$ cat config.mk
export PLATFORM = sky130hd
export DESIGN_NAME = gdci_top
export DESIGN_NICKNAME = d
export VERILOG_FILES = /design/src/rtl/gdci_pkg.sv /design/src/rtl/gdci_dec3.sv /design/src/rtl/gdci_top.sv
export SDC_FILE = /design/constraint.sdc
export NUM_CORES = 1
export LEC_CHECK = 0
export BUFFER_PORTS_ARGS = -buffer_cell sky130_fd_sc_hd__buf_2
export CAP_MARGIN = 0
export CORE_ASPECT_RATIO = 0.5
export CORE_MARGIN = 2
export CORE_UTILIZATION = 45
export CTS_BUF_LIST = sky130_fd_sc_hd__clkbuf_4 sky130_fd_sc_hd__clkbuf_8
export CTS_CLUSTER_SIZE = 28
export DETAILED_ROUTE_END_ITERATION = 8
export PLACE_DENSITY = 0.68
export SETUP_SLACK_MARGIN = 0.3
export SLEW_MARGIN = 20
export SYNTH_ARGS = -nofsm -noshare
export SYNTH_HDL_FRONTEND = slang
export SYNTH_SLANG_ARGS = --single-unit
$ cat constraint.sdc
create_clock -name mclk -period 7.9 [get_ports mclk]
set_input_delay 1.58 -clock mclk [delete_from_list [all_inputs] [get_ports mclk]]
set_output_delay 1.58 -clock mclk [all_outputs]
set_load 0.03 [all_outputs]
$ cat src/rtl/gdci_pkg.sv
/*
 * Shared types and constants for the demonstration-board command interpreter.
 * Assumes a byte-wide receive and transmit stream from a serial bridge.
 */
package gdci_pkg;

    // -----------------------------------------------------------------
    // Character codes
    // -----------------------------------------------------------------
    localparam logic [7:0] CH_STAR = 8'h2a;  // Command prefix.
    localparam logic [7:0] CH_LF = 8'h0a;    // Line terminator.
    localparam logic [7:0] CH_CR = 8'h0d;    // Carriage return, ignored in a line.
    localparam logic [7:0] CH_HDR0 = 8'h73;  // First frame header byte.
    localparam logic [7:0] CH_HDR1 = 8'h74;  // Second frame header byte.
    localparam logic [7:0] CH_PAD = 8'h00;   // Padding byte value.
    localparam logic [7:0] CH_ZERO = 8'h30;  // Decimal digit zero.
    localparam logic [7:0] CH_EQ = 8'h3d;    // Equals sign in text lines.
    localparam int SW_BIT = 0;               // Position of the button in the status byte.

    // -----------------------------------------------------------------
    // Line buffer and sizes
    // -----------------------------------------------------------------
    localparam int LINE_MAX = 8;             // Longest command body kept.
    localparam int NUM_SAMPLES = 5;          // Samples per frame.
    localparam int FRAME_LEN = 9;            // Bytes per binary frame.
    localparam int TEXT_LEN = 8;             // One more than the bytes per text line.
    localparam int REPLY_MAX = 16;           // Longest identity reply.

    // -----------------------------------------------------------------
    // Decoded commands
    // -----------------------------------------------------------------
    typedef enum logic [2:0] {
        CMD_NONE,
        CMD_START,
        CMD_DEBUG,
        CMD_STOP,
        CMD_ZON,
        CMD_ZOFF,
        CMD_DEV,
        CMD_VER
    } gdci_cmd_t;

    // One set of converter samples, in frame order.
    typedef struct packed {
        logic [7:0] ref_volt;               // Reference voltage.
        logic [7:0] channel_two_amplified;  // Amplified channel two.
        logic [7:0] channel_two_plain;      // Unamplified channel two.
        logic [7:0] channel_one_amplified;  // Amplified channel one.
        logic [7:0] channel_one_plain;      // Unamplified channel one.
    } gdci_samples_t;

    // A byte stream beat.
    typedef struct packed {
        logic valid;
        logic [7:0] data;
    } gdci_byte_t;

endpackage : gdci_pkg

$ cat src/rtl/gdci_dec3.sv
/*
 * Converts an 8-bit value into three ASCII decimal digits.
 * Assumes a purely combinational use inside the same clock domain.
 */
`timescale 1ns/100ps
`default_nettype none
module gdci_dec3 (
    input wire logic [7:0] value,
    output logic [23:0] digits
);
    import gdci_pkg::*;

    // -----------------------------------------------------------------
    // Digit split
    // -----------------------------------------------------------------
    logic [7:0] hund; // Hundreds digit.
    logic [7:0] tens; // Tens digit.
    logic [7:0] ones; // Units digit.

    // Divide out hundreds, tens and units of the raw result.
    always_comb begin
        hund = value / 8'd100;
        tens = (value % 8'd100) / 8'd10;
        ones = value % 8'd10;
        digits = {CH_ZERO + hund, CH_ZERO + tens, CH_ZERO + ones};
    end

endmodule : gdci_dec3
`default_nettype wire

$ cat src/rtl/gdci_top.sv
/*
 * Command interpreter: parses star-prefixed text lines, switches the
 * sensor lines between isolated and driven, and streams samples.
 * Assumes byte streams from a serial bridge on the same clock, and sensor,
 * button and converter inputs that arrive from outside the clock domain.
 */
// Operation
// - Binary frames start with s then t
// - Five samples follow in fixed order
// - One zero pad byte precedes status
// - Status bit zero shows button two held
// - Start command streams frames until stop
// - Debug streams reference and outputs as text
// - Text values are raw decimal converter results
// - Stop ends binary or text streaming
// - Isolate command releases sensor lines
// - Leave-isolation command drives sensor lines again
// - Lines start isolated after reset
// - Mode and identity commands work in both modes
// - Name query replies with part string
// - Version query replies tag and version
`timescale 1ns/100ps
`default_nettype none
module gdci_top #(
    parameter int LINE_W = 4,                                 // Sensor interface lines.
    // Arbitrary part name string, left padded with NUL bytes.
    parameter logic [8*gdci_pkg::REPLY_MAX-1:0] PART_NAME =
        (8*gdci_pkg::REPLY_MAX)'("PARTNAME-A\n"),
    // Arbitrary product tag and version string.
    parameter logic [8*gdci_pkg::REPLY_MAX-1:0] FW_VERSION =
        (8*gdci_pkg::REPLY_MAX)'("FWTAG 0.01\n")
) (
    input wire logic mclk,
    input wire logic srst,
    input wire gdci_pkg::gdci_byte_t rx,
    input wire logic tx_ready,
    output var gdci_pkg::gdci_byte_t tx,
    input wire logic sample_strobe,
    input wire gdci_pkg::gdci_samples_t samples,
    input wire logic user_button_two,
    input wire logic [LINE_W-1:0] sensor_line_out,
    output logic [LINE_W-1:0] sensor_line_oe,
    output logic digital_working_mode
);
    import gdci_pkg::*;

    // -----------------------------------------------------------------
    // Input synchronisers
    // -----------------------------------------------------------------
    logic [1:0] btn_sync;  // Button synchroniser chain.
    logic [2:0] stb_sync;  // Sample strobe chain with edge history.

    // Two flops for the button; strobe edge taken past the second flop.
    always_ff @(posedge mclk) begin
        if (srst) begin
            btn_sync <= 2'h0;
            stb_sync <= 3'h0;
        end else begin
            btn_sync <= {btn_sync[0], user_button_two};
            stb_sync <= {stb_sync[1:0], sample_strobe};
        end
    end

    logic stb_rise;  // New converter set ready.
    assign stb_rise = stb_sync[1] & ~stb_sync[2];

    gdci_samples_t smp_s1; // First capture stage of samples.
    gdci_samples_t smp;    // Samples held steady for a frame.

    // Samples are stable around the strobe; capture twice, latch on edge.
    always_ff @(posedge mclk) begin
        if (srst) begin
            smp_s1 <= '0;
            smp <= '0;
        end else begin
            smp_s1 <= samples;
            if (stb_rise) begin
                smp <= smp_s1;
            end
        end
    end

    // -----------------------------------------------------------------
    // Line collector and decoder
    // -----------------------------------------------------------------
    logic [7:0] line_buf [LINE_MAX];  // Received command body.
    logic [3:0] line_len;             // Characters stored.
    logic line_star;                  // Line began with a star.
    logic line_over;                  // Line ran past the buffer or did not open with a star.

    // Matches the buffered body against an n-character text, length included.
    function automatic logic body_is(input logic [8*LINE_MAX-1:0] txt, input int n);
        logic ok;
        ok = (line_len == 4'(n));
        for (int i = 0; i < LINE_MAX; i++) begin
            if (i < n && line_buf[i] != txt[8*(n-1-i) +: 8]) begin
                ok = 1'b0;
            end
        end
        return ok;
    endfunction : body_is

    gdci_cmd_t cmd;  // Command decoded at line end.

    // Decode on line feed; anything else stays CMD_NONE.
    always_comb begin
        cmd = CMD_NONE;
        if (rx.valid && rx.data == CH_LF && line_star && !line_over) begin
            if (body_is(64'("start"), 5)) begin
                cmd = CMD_START;
            end else if (body_is(64'("debug"), 5)) begin
                cmd = CMD_DEBUG;
            end else if (body_is(64'("stop"), 4)) begin
                cmd = CMD_STOP;
            end else if (body_is(64'("Zon"), 3)) begin
                cmd = CMD_ZON;
            end else if (body_is(64'("Zoff"), 4)) begin
                cmd = CMD_ZOFF;
            end else if (body_is(64'("dev"), 3)) begin
                cmd = CMD_DEV;
            end else if (body_is(64'("ver"), 3)) begin
                cmd = CMD_VER;
            end
        end
    end

    logic [3:0] next_line_len;
    logic next_line_star;
    logic next_line_over;

    // Collect characters after the star until the line feed.
    always_comb begin
        next_line_len = line_len;
        next_line_star = line_star;
        next_line_over = line_over;
        if (rx.valid) begin
            if (rx.data == CH_LF) begin
                next_line_len = 4'h0;
                next_line_star = 1'b0;
                next_line_over = 1'b0;
            end else if (rx.data == CH_CR) begin
                next_line_len = line_len;
            end else if (!line_star) begin
                // Only a star as the very first character opens a command line.
                next_line_star = (rx.data == CH_STAR) && !line_over;
                next_line_over = !next_line_star;
            end else if (line_len == 4'(LINE_MAX)) begin
                next_line_over = 1'b1;
            end else begin
                next_line_len = line_len + 4'h1;
            end
        end
    end

    always_ff @(posedge mclk) begin
        if (srst) begin
            line_len <= 4'h0;
            line_star <= 1'b0;
            line_over <= 1'b0;
        end else begin
            line_len <= next_line_len;
            line_star <= next_line_star;
            line_over <= next_line_over;
            if (rx.valid && line_star && rx.data != CH_LF && rx.data != CH_CR
                && line_len < 4'(LINE_MAX)) begin
                line_buf[line_len[2:0]] <= rx.data;
            end
        end
    end

    // -----------------------------------------------------------------
    // Mode and session control
    // -----------------------------------------------------------------
    typedef enum logic [1:0] {SES_IDLE, SES_BIN, SES_TEXT} gdci_ses_t;
    typedef enum logic [1:0] {TX_IDLE, TX_FRAME, TX_TEXT, TX_REPLY} gdci_tx_t;
    gdci_tx_t tx_state, next_tx_state;  // Transmitter state, read here for replies.
    gdci_ses_t ses, next_ses;  // Acquisition session.
    logic next_dwm;            // Next digital mode flag.
    logic [1:0] pend, next_pend; // Pending reply: 1 name, 2 version.

    // Commands steer the mode and session; unknown lines change nothing.
    always_comb begin
        next_ses = ses;
        next_dwm = digital_working_mode;
        // A reply stays pending until the transmitter really takes it.
        next_pend = (tx_state == TX_IDLE && next_tx_state == TX_REPLY) ? 2'h0 : pend;
        case (cmd)
            CMD_START: next_ses = SES_BIN;
            CMD_DEBUG: next_ses = SES_TEXT;
            CMD_STOP: next_ses = SES_IDLE;
            CMD_ZON: next_dwm = 1'b0;
            CMD_ZOFF: next_dwm = 1'b1;
            CMD_DEV: next_pend = 2'h1;
            CMD_VER: next_pend = 2'h2;
            default: next_ses = ses;
        endcase
    end

    always_ff @(posedge mclk) begin
        if (srst) begin
            ses <= SES_IDLE;
            digital_working_mode <= 1'b0;
            sensor_line_oe <= '0;
            pend <= 2'h0;
        end else begin
            ses <= next_ses;
            digital_working_mode <= next_dwm;
            sensor_line_oe <= {LINE_W{next_dwm}};
            pend <= next_pend;
        end
    end

    // -----------------------------------------------------------------
    // Transmitter
    // -----------------------------------------------------------------
    logic [4:0] idx, next_idx;          // Byte index within message.
    logic [2:0] chan, next_chan;        // Text channel being printed.
    logic [8*REPLY_MAX-1:0] reply, next_reply; // Reply text being sent.
    gdci_byte_t next_tx;
    logic [23:0] dec;                   // Decimal digits of current channel.
    logic [7:0] cur;                    // Sample chosen for text.

    // Pick the text channel: reference first, then the four outputs.
    always_comb begin
        case (chan)
            3'h0: cur = smp.ref_volt;
            3'h1: cur = smp.channel_two_amplified;
            3'h2: cur = smp.channel_two_plain;
            3'h3: cur = smp.channel_one_amplified;
            default: cur = smp.channel_one_plain;
        endcase
    end

    gdci_dec3 u_dec (
        .value(cur),
        .digits(dec)
    );

    // Sends one byte per accepted beat; a new sample set starts a frame only if the transmitter is idle and no reply is pending.
    always_comb begin
        next_tx_state = tx_state;
        next_idx = idx;
        next_chan = chan;
        next_reply = reply;
        next_tx = tx;
        if (tx.valid && tx_ready) begin
            next_tx.valid = 1'b0;
        end
        if (!next_tx.valid) begin
            case (tx_state)
                TX_IDLE: begin
                    if (pend == 2'h1) begin
                        next_tx_state = TX_REPLY;
                        next_reply = PART_NAME;
                    end else if (pend == 2'h2) begin
                        next_tx_state = TX_REPLY;
                        next_reply = FW_VERSION;
                    end else if (stb_rise && ses == SES_BIN) begin
                        next_tx_state = TX_FRAME;
                    end else if (stb_rise && ses == SES_TEXT) begin
                        next_tx_state = TX_TEXT;
                    end
                    next_idx = 5'h0;
                    next_chan = 3'h0;
                end
                TX_FRAME: begin
                    next_tx.valid = 1'b1;
                    case (idx)
                        5'h0: next_tx.data = CH_HDR0;
                        5'h1: next_tx.data = CH_HDR1;
                        5'h2: next_tx.data = smp.ref_volt;
                        5'h3: next_tx.data = smp.channel_two_amplified;
                        5'h4: next_tx.data = smp.channel_two_plain;
                        5'h5: next_tx.data = smp.channel_one_amplified;
                        5'h6: next_tx.data = smp.channel_one_plain;
                        5'h7: next_tx.data = CH_PAD;
                        default: next_tx.data = 8'(btn_sync[1]) << SW_BIT;
                    endcase
                    next_idx = idx + 5'h1;
                    if (idx == 5'(FRAME_LEN - 1)) begin
                        next_tx_state = TX_IDLE;
                    end
                end
                TX_TEXT: begin
                    // Line: tag letter, '=', three digits, CR LF; seven bytes in all.
                    next_tx.valid = 1'b1;
                    case (idx)
                        5'h0: next_tx.data = (chan == 3'h0) ? 8'h52 : 8'h4f;
                        5'h1: next_tx.data = CH_EQ;
                        5'h2: next_tx.data = dec[23:16];
                        5'h3: next_tx.data = dec[15:8];
                        5'h4: next_tx.data = dec[7:0];
                        5'h5: next_tx.data = CH_CR;
                        default: next_tx.data = CH_LF;
                    endcase
                    next_idx = idx + 5'h1;
                    if (idx == 5'(TEXT_LEN - 2)) begin
                        next_idx = 5'h0;
                        next_chan = chan + 3'h1;
                        if (chan == 3'(NUM_SAMPLES - 1)) begin
                            next_tx_state = TX_IDLE;
                        end
                    end
                end
                default: begin
                    next_tx.data = reply[8*REPLY_MAX-1 -: 8];
                    next_tx.valid = (next_tx.data != 8'h00);
                    next_reply = {reply[8*REPLY_MAX-9:0], 8'h00};
                    next_idx = idx + 5'h1;
                    if (idx == 5'(REPLY_MAX - 1)) begin
                        next_tx_state = TX_IDLE;
                    end
                end
            endcase
        end
    end

    always_ff @(posedge mclk) begin
        if (srst) begin
            tx_state <= TX_IDLE;
            idx <= 5'h0;
            chan <= 3'h0;
            reply <= '0;
            tx <= '0;
        end else begin
            tx_state <= next_tx_state;
            idx <= next_idx;
            chan <= next_chan;
            reply <= next_reply;
            tx <= next_tx;
        end
    end
endmodule : gdci_top
`default_nettype wire

==> results summary <==
The run finished with clean final reports. Tracing the worst setup path back leads to its startpoint at chan[0]$_SDFFE_PP0P_. The delay of the slowest critical-path stage came out at 0.54 ns. For the final routed database, the setup TNS stands at 0 ns.

The region available for standard cell placement spans 27500 sq um. Among all flip-flop cells after synthesis, the most frequent one is sky130_fd_sc_hd__dfxtp_1. Across every metal layer, demand over resource in global routing totals 0.203. The clock sink count came out at ~260. The weighted congestion at the end of routability-driven global placement came out at about 0.9. Setup repair after global routing left no endpoint under its margin.

The share of total power dissipated in sequential elements is 0.509. The synthesized design contains 256 register bits. STA puts the critical path data arrival time at ~7.5 ns. The cell row count is 43.

The number of input and output port buffers inserted came out at 67. The width of the die came out at 240 um. Detailed routing placed a total of 1350 um of wire on met3. Leaving out fill and tap cells, the most frequent cells in the layout are sky130_fd_sc_hd__dfxtp_1 (216), sky130_fd_sc_hd__nor2_1 (155), sky130_fd_sc_hd__nand2_1 (153), sky130_fd_sc_hd__a21oi_1 (113), sky130_fd_sc_hd__buf_2 (66). Buffers inserted during clock tree synthesis total 38. For this run, the share of the core covered by cells in the final layout is 0.507.

The internal power component came out at about 0.0021 W. Of the total power, the share spent switching nets is 0.225. For this run, the register share of the synthesized area comes to 0.441. The final worst-path setup slack is 0.841 ns.

The first TritonRoute pass finished after 5 iterations. The area growth from synthesis to layout is 11.5%. The remaining routing DRC violations is 0.

The detailed-route wire length on metal 1 came out at ~14000 um. In the final routed layout, each cell accounts on average for approximately 16 um. The relative slew slack is 0.356. The clock period minus worst slack is 7.06 ns. The die area came out at 29300 sq um. In this run the worst setup path terminates at tx[5]$_SDFFE_PP0P_. The number of levels in the clock H-tree came out at 2.

The post-synthesis instance total came out at about 1400. The number of max-cap violations is 0. The top-area cell type share of the netlist area is 0.345.

Along the worst path, the maximum fanout reaches 16. The synthesized netlist net count came out at approximately 1500. The count of cells in the finished layout, fillers not included, comes to 1830. The fraction of synthesis flops using an asynchronous set or reset pin is 0. The critical setup path kind is reg -> reg. The later pin in the worst-skew pair is clocked with a latency of about 0.54 ns. For the worst flop-to-flop path, the logic depth is 30. The count of pins over their slew limit is 0. The required time of the worst setup path came out at 8.35 ns.

The path type of the worst min-delay path is reg -> reg. The cell with the largest stage delay on the worst path is sky130_fd_sc_hd__or4_1. The cell area that synthesis handed to floorplanning was around 13000 sq um.

The leading cell type in the layout, fill and taps excluded is sky130_fd_sc_hd__dfxtp_1. TritonCTS built the clock tree. The met2 routed wirelength is 13800 um. The number of warnings issued by yosys is 0. On the final layout, the worst hold slack is about 0.43 ns. The synthesized design spends more area on one cell type than any other, namely sky130_fd_sc_hd__dfxtp_1. The final setup violation count is 0. Entering global routing, the biggest net connects between 100 and 150 pins. The critical register-to-register path startpoint is chan[0]$_SDFFE_PP0P_. The number of top-level design ports is 72.

The clock passes through at most 3 buffers. The part of the cycle the worst path needs is 0.894. The clock slew at the register clock pins of the worst setup and hold paths came out at about 0.070 ns. The worst setup path is captured at a flop. The final number of hold-violating endpoints is 0. The leakage power figure is approximately 5 nW.

The total net switching power is between 0.0005 and 0.0006 W. For this run the aggregate overflow at the end of global routing stands at 0. The average cell area after synthesis is 9.05 sq um.

The clock tree root buffer cell is sky130_fd_sc_hd__clkbuf_8. The fmax is 0.142 GHz. The share of post-route cells with drive strength above 1 came out at 0.166.

Dividing the detail-routed via count by the number of cells gives around 5.7. The combinational share of power came out at 0.050. The kind of launch point of the worst setup path is a flop. The via count of the first global-routing pass is 10100. Ranked by total cell area, the synthesized netlist is headed by sky130_fd_sc_hd__dfxtp_1 (35%), sky130_fd_sc_hd__edfxtp_1 (9.6%), sky130_fd_sc_hd__nor2_1 (4.7%), sky130_fd_sc_hd__nand2_1 (4.6%), sky130_fd_sc_hd__a21oi_1 (4.5%). The routed design has 29700 um of wire. The share of total power dissipated in the clock network is 0.441. The distinct cell type count of the synthesized netlist came out at 119. Measured along the y axis, the die boundary spans between 100 and 150 um. After detailed routing, no signal wire sits above met4.

The iteration-0 DRC count of the detailed router came out at ~1000. Yosys mapped a number of flops with a built-in enable equal to 40. The total via count after detailed routing is approximately 10000. The repair_antennas step left the layout with diodes totalling 0. The slack of the worst reg-to-reg path is between 0.8 and 0.9 ns.

The number of fill cells in the layout is 2521. The wire length of the first global-routing pass came out at roughly 49000 um. The endpoint identified for the worst register-to-register timing path is tx[5]$_SDFFE_PP0P_.

The total power divided by cell area is approximately 190 nW/um^2. The highest ir drop seen on vdd is between 0.08 and 0.09 mV. The wire-length estimate of the detail-placed layout is around 21000 um. The initial antenna violation count came to 0.

The transition at the pin with the smallest max-transition slack came out at ~0.97 ns. The starting utilization of the core area came out at 0.455. In this run the most critical hold path is launched from smp_s1[5]$_SDFF_PP0_. The net count of the finished layout came out at between 1500 and 2000. The cell repeated most along the worst path is sky130_fd_sc_hd__ha_1. Clock skew on the completed layout was measured at 0.0291 ns. The worst slack at placement came out at between 0.4 and 0.5 ns.

In this run the remaining antenna-violating nets after routing total 0. The cell count after placement came out at about 1800.
## sequential cells by signal, summed over array words and instances (netlist names)
register              flops
reply                   101
line_buf                 40
smp                      40
smp_s1                   40
tx                        9
idx                       5
line_len                  4
chan                      3
stb_sync                  3
btn_sync                  2
pend                      2
ses                       2
tx_state                  2
digital_working_mode      1
line_over                 1
line_star                 1
## kinds of logic (layout without fill, tap and decap cells)
| group | Yosys count | count (layout) | share of synthesized area |
|---|---|---|---|
| and+or+nand+nor | 544 | 544 | 0.222 |
| AOI/OAI and AO/OA | 403 | 403 | 0.241 |
| DFF | 256 | 256 | 0.441 |
| buffers and inverters | 125 | 188 | 0.0444 |
| adders and majority gates | 32 | 32 | 0.0320 |
| xor gates and xnor gates | 14 | 14 | 0.0104 |
| muxes | 11 | 11 | 0.00939 |
## layout make-up
cell class / instances / area (sq um) / share of cell area
inverters: 31 / 125 / 0.00895
repair buffers: 87 / 492 / 0.0352
clock buffers: 55 / 719 / 0.0515
multi-input cells: 1004 / 6490 / 0.464
flip-flops and latches: 256 / 5530 / 0.395
well taps: 382 / 478 / 0.0342
clock inverters: 15 / 146 / 0.0105
## power by group through the flow
| stage | Combinational [W] | Clock [W] | Sequential (W) |
|---|---|---|---|
| finish | 0.000131 | 0.00117 | 0.00135 |
| global route | 0.000145 | 0.00126 | 0.00135 |
| CTS | 0.000130 | 0.00120 | 0.00135 |
| detailed placement | 0.000129 | 0 | 0.00138 |
| global placement | 0.000126 | 0 | 0.00138 |
| floorplan | 0.0000928 | 0 | 0.00137 |
## through the flow
step	instance area [sq um]	power [W]
detailed placement	13100	0.00150
floorplan	12500	0.00147
global route	14000	0.00275
global placement	13100	0.00150
CTS	13900	0.00267
finish	14000	0.00265
## critical path, delay by kind of cell (launching register included)
family	cells	cell delay [ns]
buffers and inverters	1	0.34
DFF	1	0.37
adders and majority gates	6	1.71
AOI/OAI and AO/OA	15	2.99
xor gates and xnor gates	1	0.24
and+or+nand+nor	7	1.31
## worst min-delay path by stage
stage	endpoint	cells past startpoint
floorplan	btn_sync[1]$_SDFF_PP0_	1
global placement	smp[18]$_SDFFE_PP0P_	2
detailed placement	smp[20]$_SDFFE_PP0P_	2
CTS	smp[18]$_SDFFE_PP0P_	2
global route	smp[15]$_SDFFE_PP0P_	2
finish	smp[5]$_SDFFE_PP0P_	2
## cell usage after synthesis, types with 7 or more instances
library cell and number:
sky130_fd_sc_hd__a211oi_1 17, sky130_fd_sc_hd__a21oi_1 113, sky130_fd_sc_hd__a22o_1 16, sky130_fd_sc_hd__a22oi_1 61, sky130_fd_sc_hd__a31oi_1 12, sky130_fd_sc_hd__and2_1 8
sky130_fd_sc_hd__buf_4 7, sky130_fd_sc_hd__clkbuf_1 70, sky130_fd_sc_hd__dfxtp_1 216, sky130_fd_sc_hd__edfxtp_1 40, sky130_fd_sc_hd__ha_1 32, sky130_fd_sc_hd__inv_1 23
sky130_fd_sc_hd__mux2i_1 7, sky130_fd_sc_hd__nand2_1 154, sky130_fd_sc_hd__nand2b_1 15, sky130_fd_sc_hd__nand3_1 23, sky130_fd_sc_hd__nand3b_1 11, sky130_fd_sc_hd__nand4_1 10
sky130_fd_sc_hd__nand4b_1 7, sky130_fd_sc_hd__nor2_1 157, sky130_fd_sc_hd__nor2b_1 52, sky130_fd_sc_hd__nor3_1 38, sky130_fd_sc_hd__nor4_1 9, sky130_fd_sc_hd__nor4b_1 8
sky130_fd_sc_hd__o211ai_1 7, sky130_fd_sc_hd__o21ai_0 38, sky130_fd_sc_hd__o22ai_1 17, sky130_fd_sc_hd__or3_1 7, sky130_fd_sc_hd__xnor2_1 8
## repair_timing
action	in CTS	in global routing
buffers inserted	0	2
resized for setup	0	5
hold buffers	0	0
endpoints found under the setup margin	0	3
hold endpoints to repair	0	0
## routing by layer
metal  global-route usage  up-vias
met4               0.0819        0
met2                0.335      245
li1                     -     5148
met3               0.0317       67
met5                    0        -
met1                0.268     5037
No activity file was read; power rests on OpenSTA's default activity.
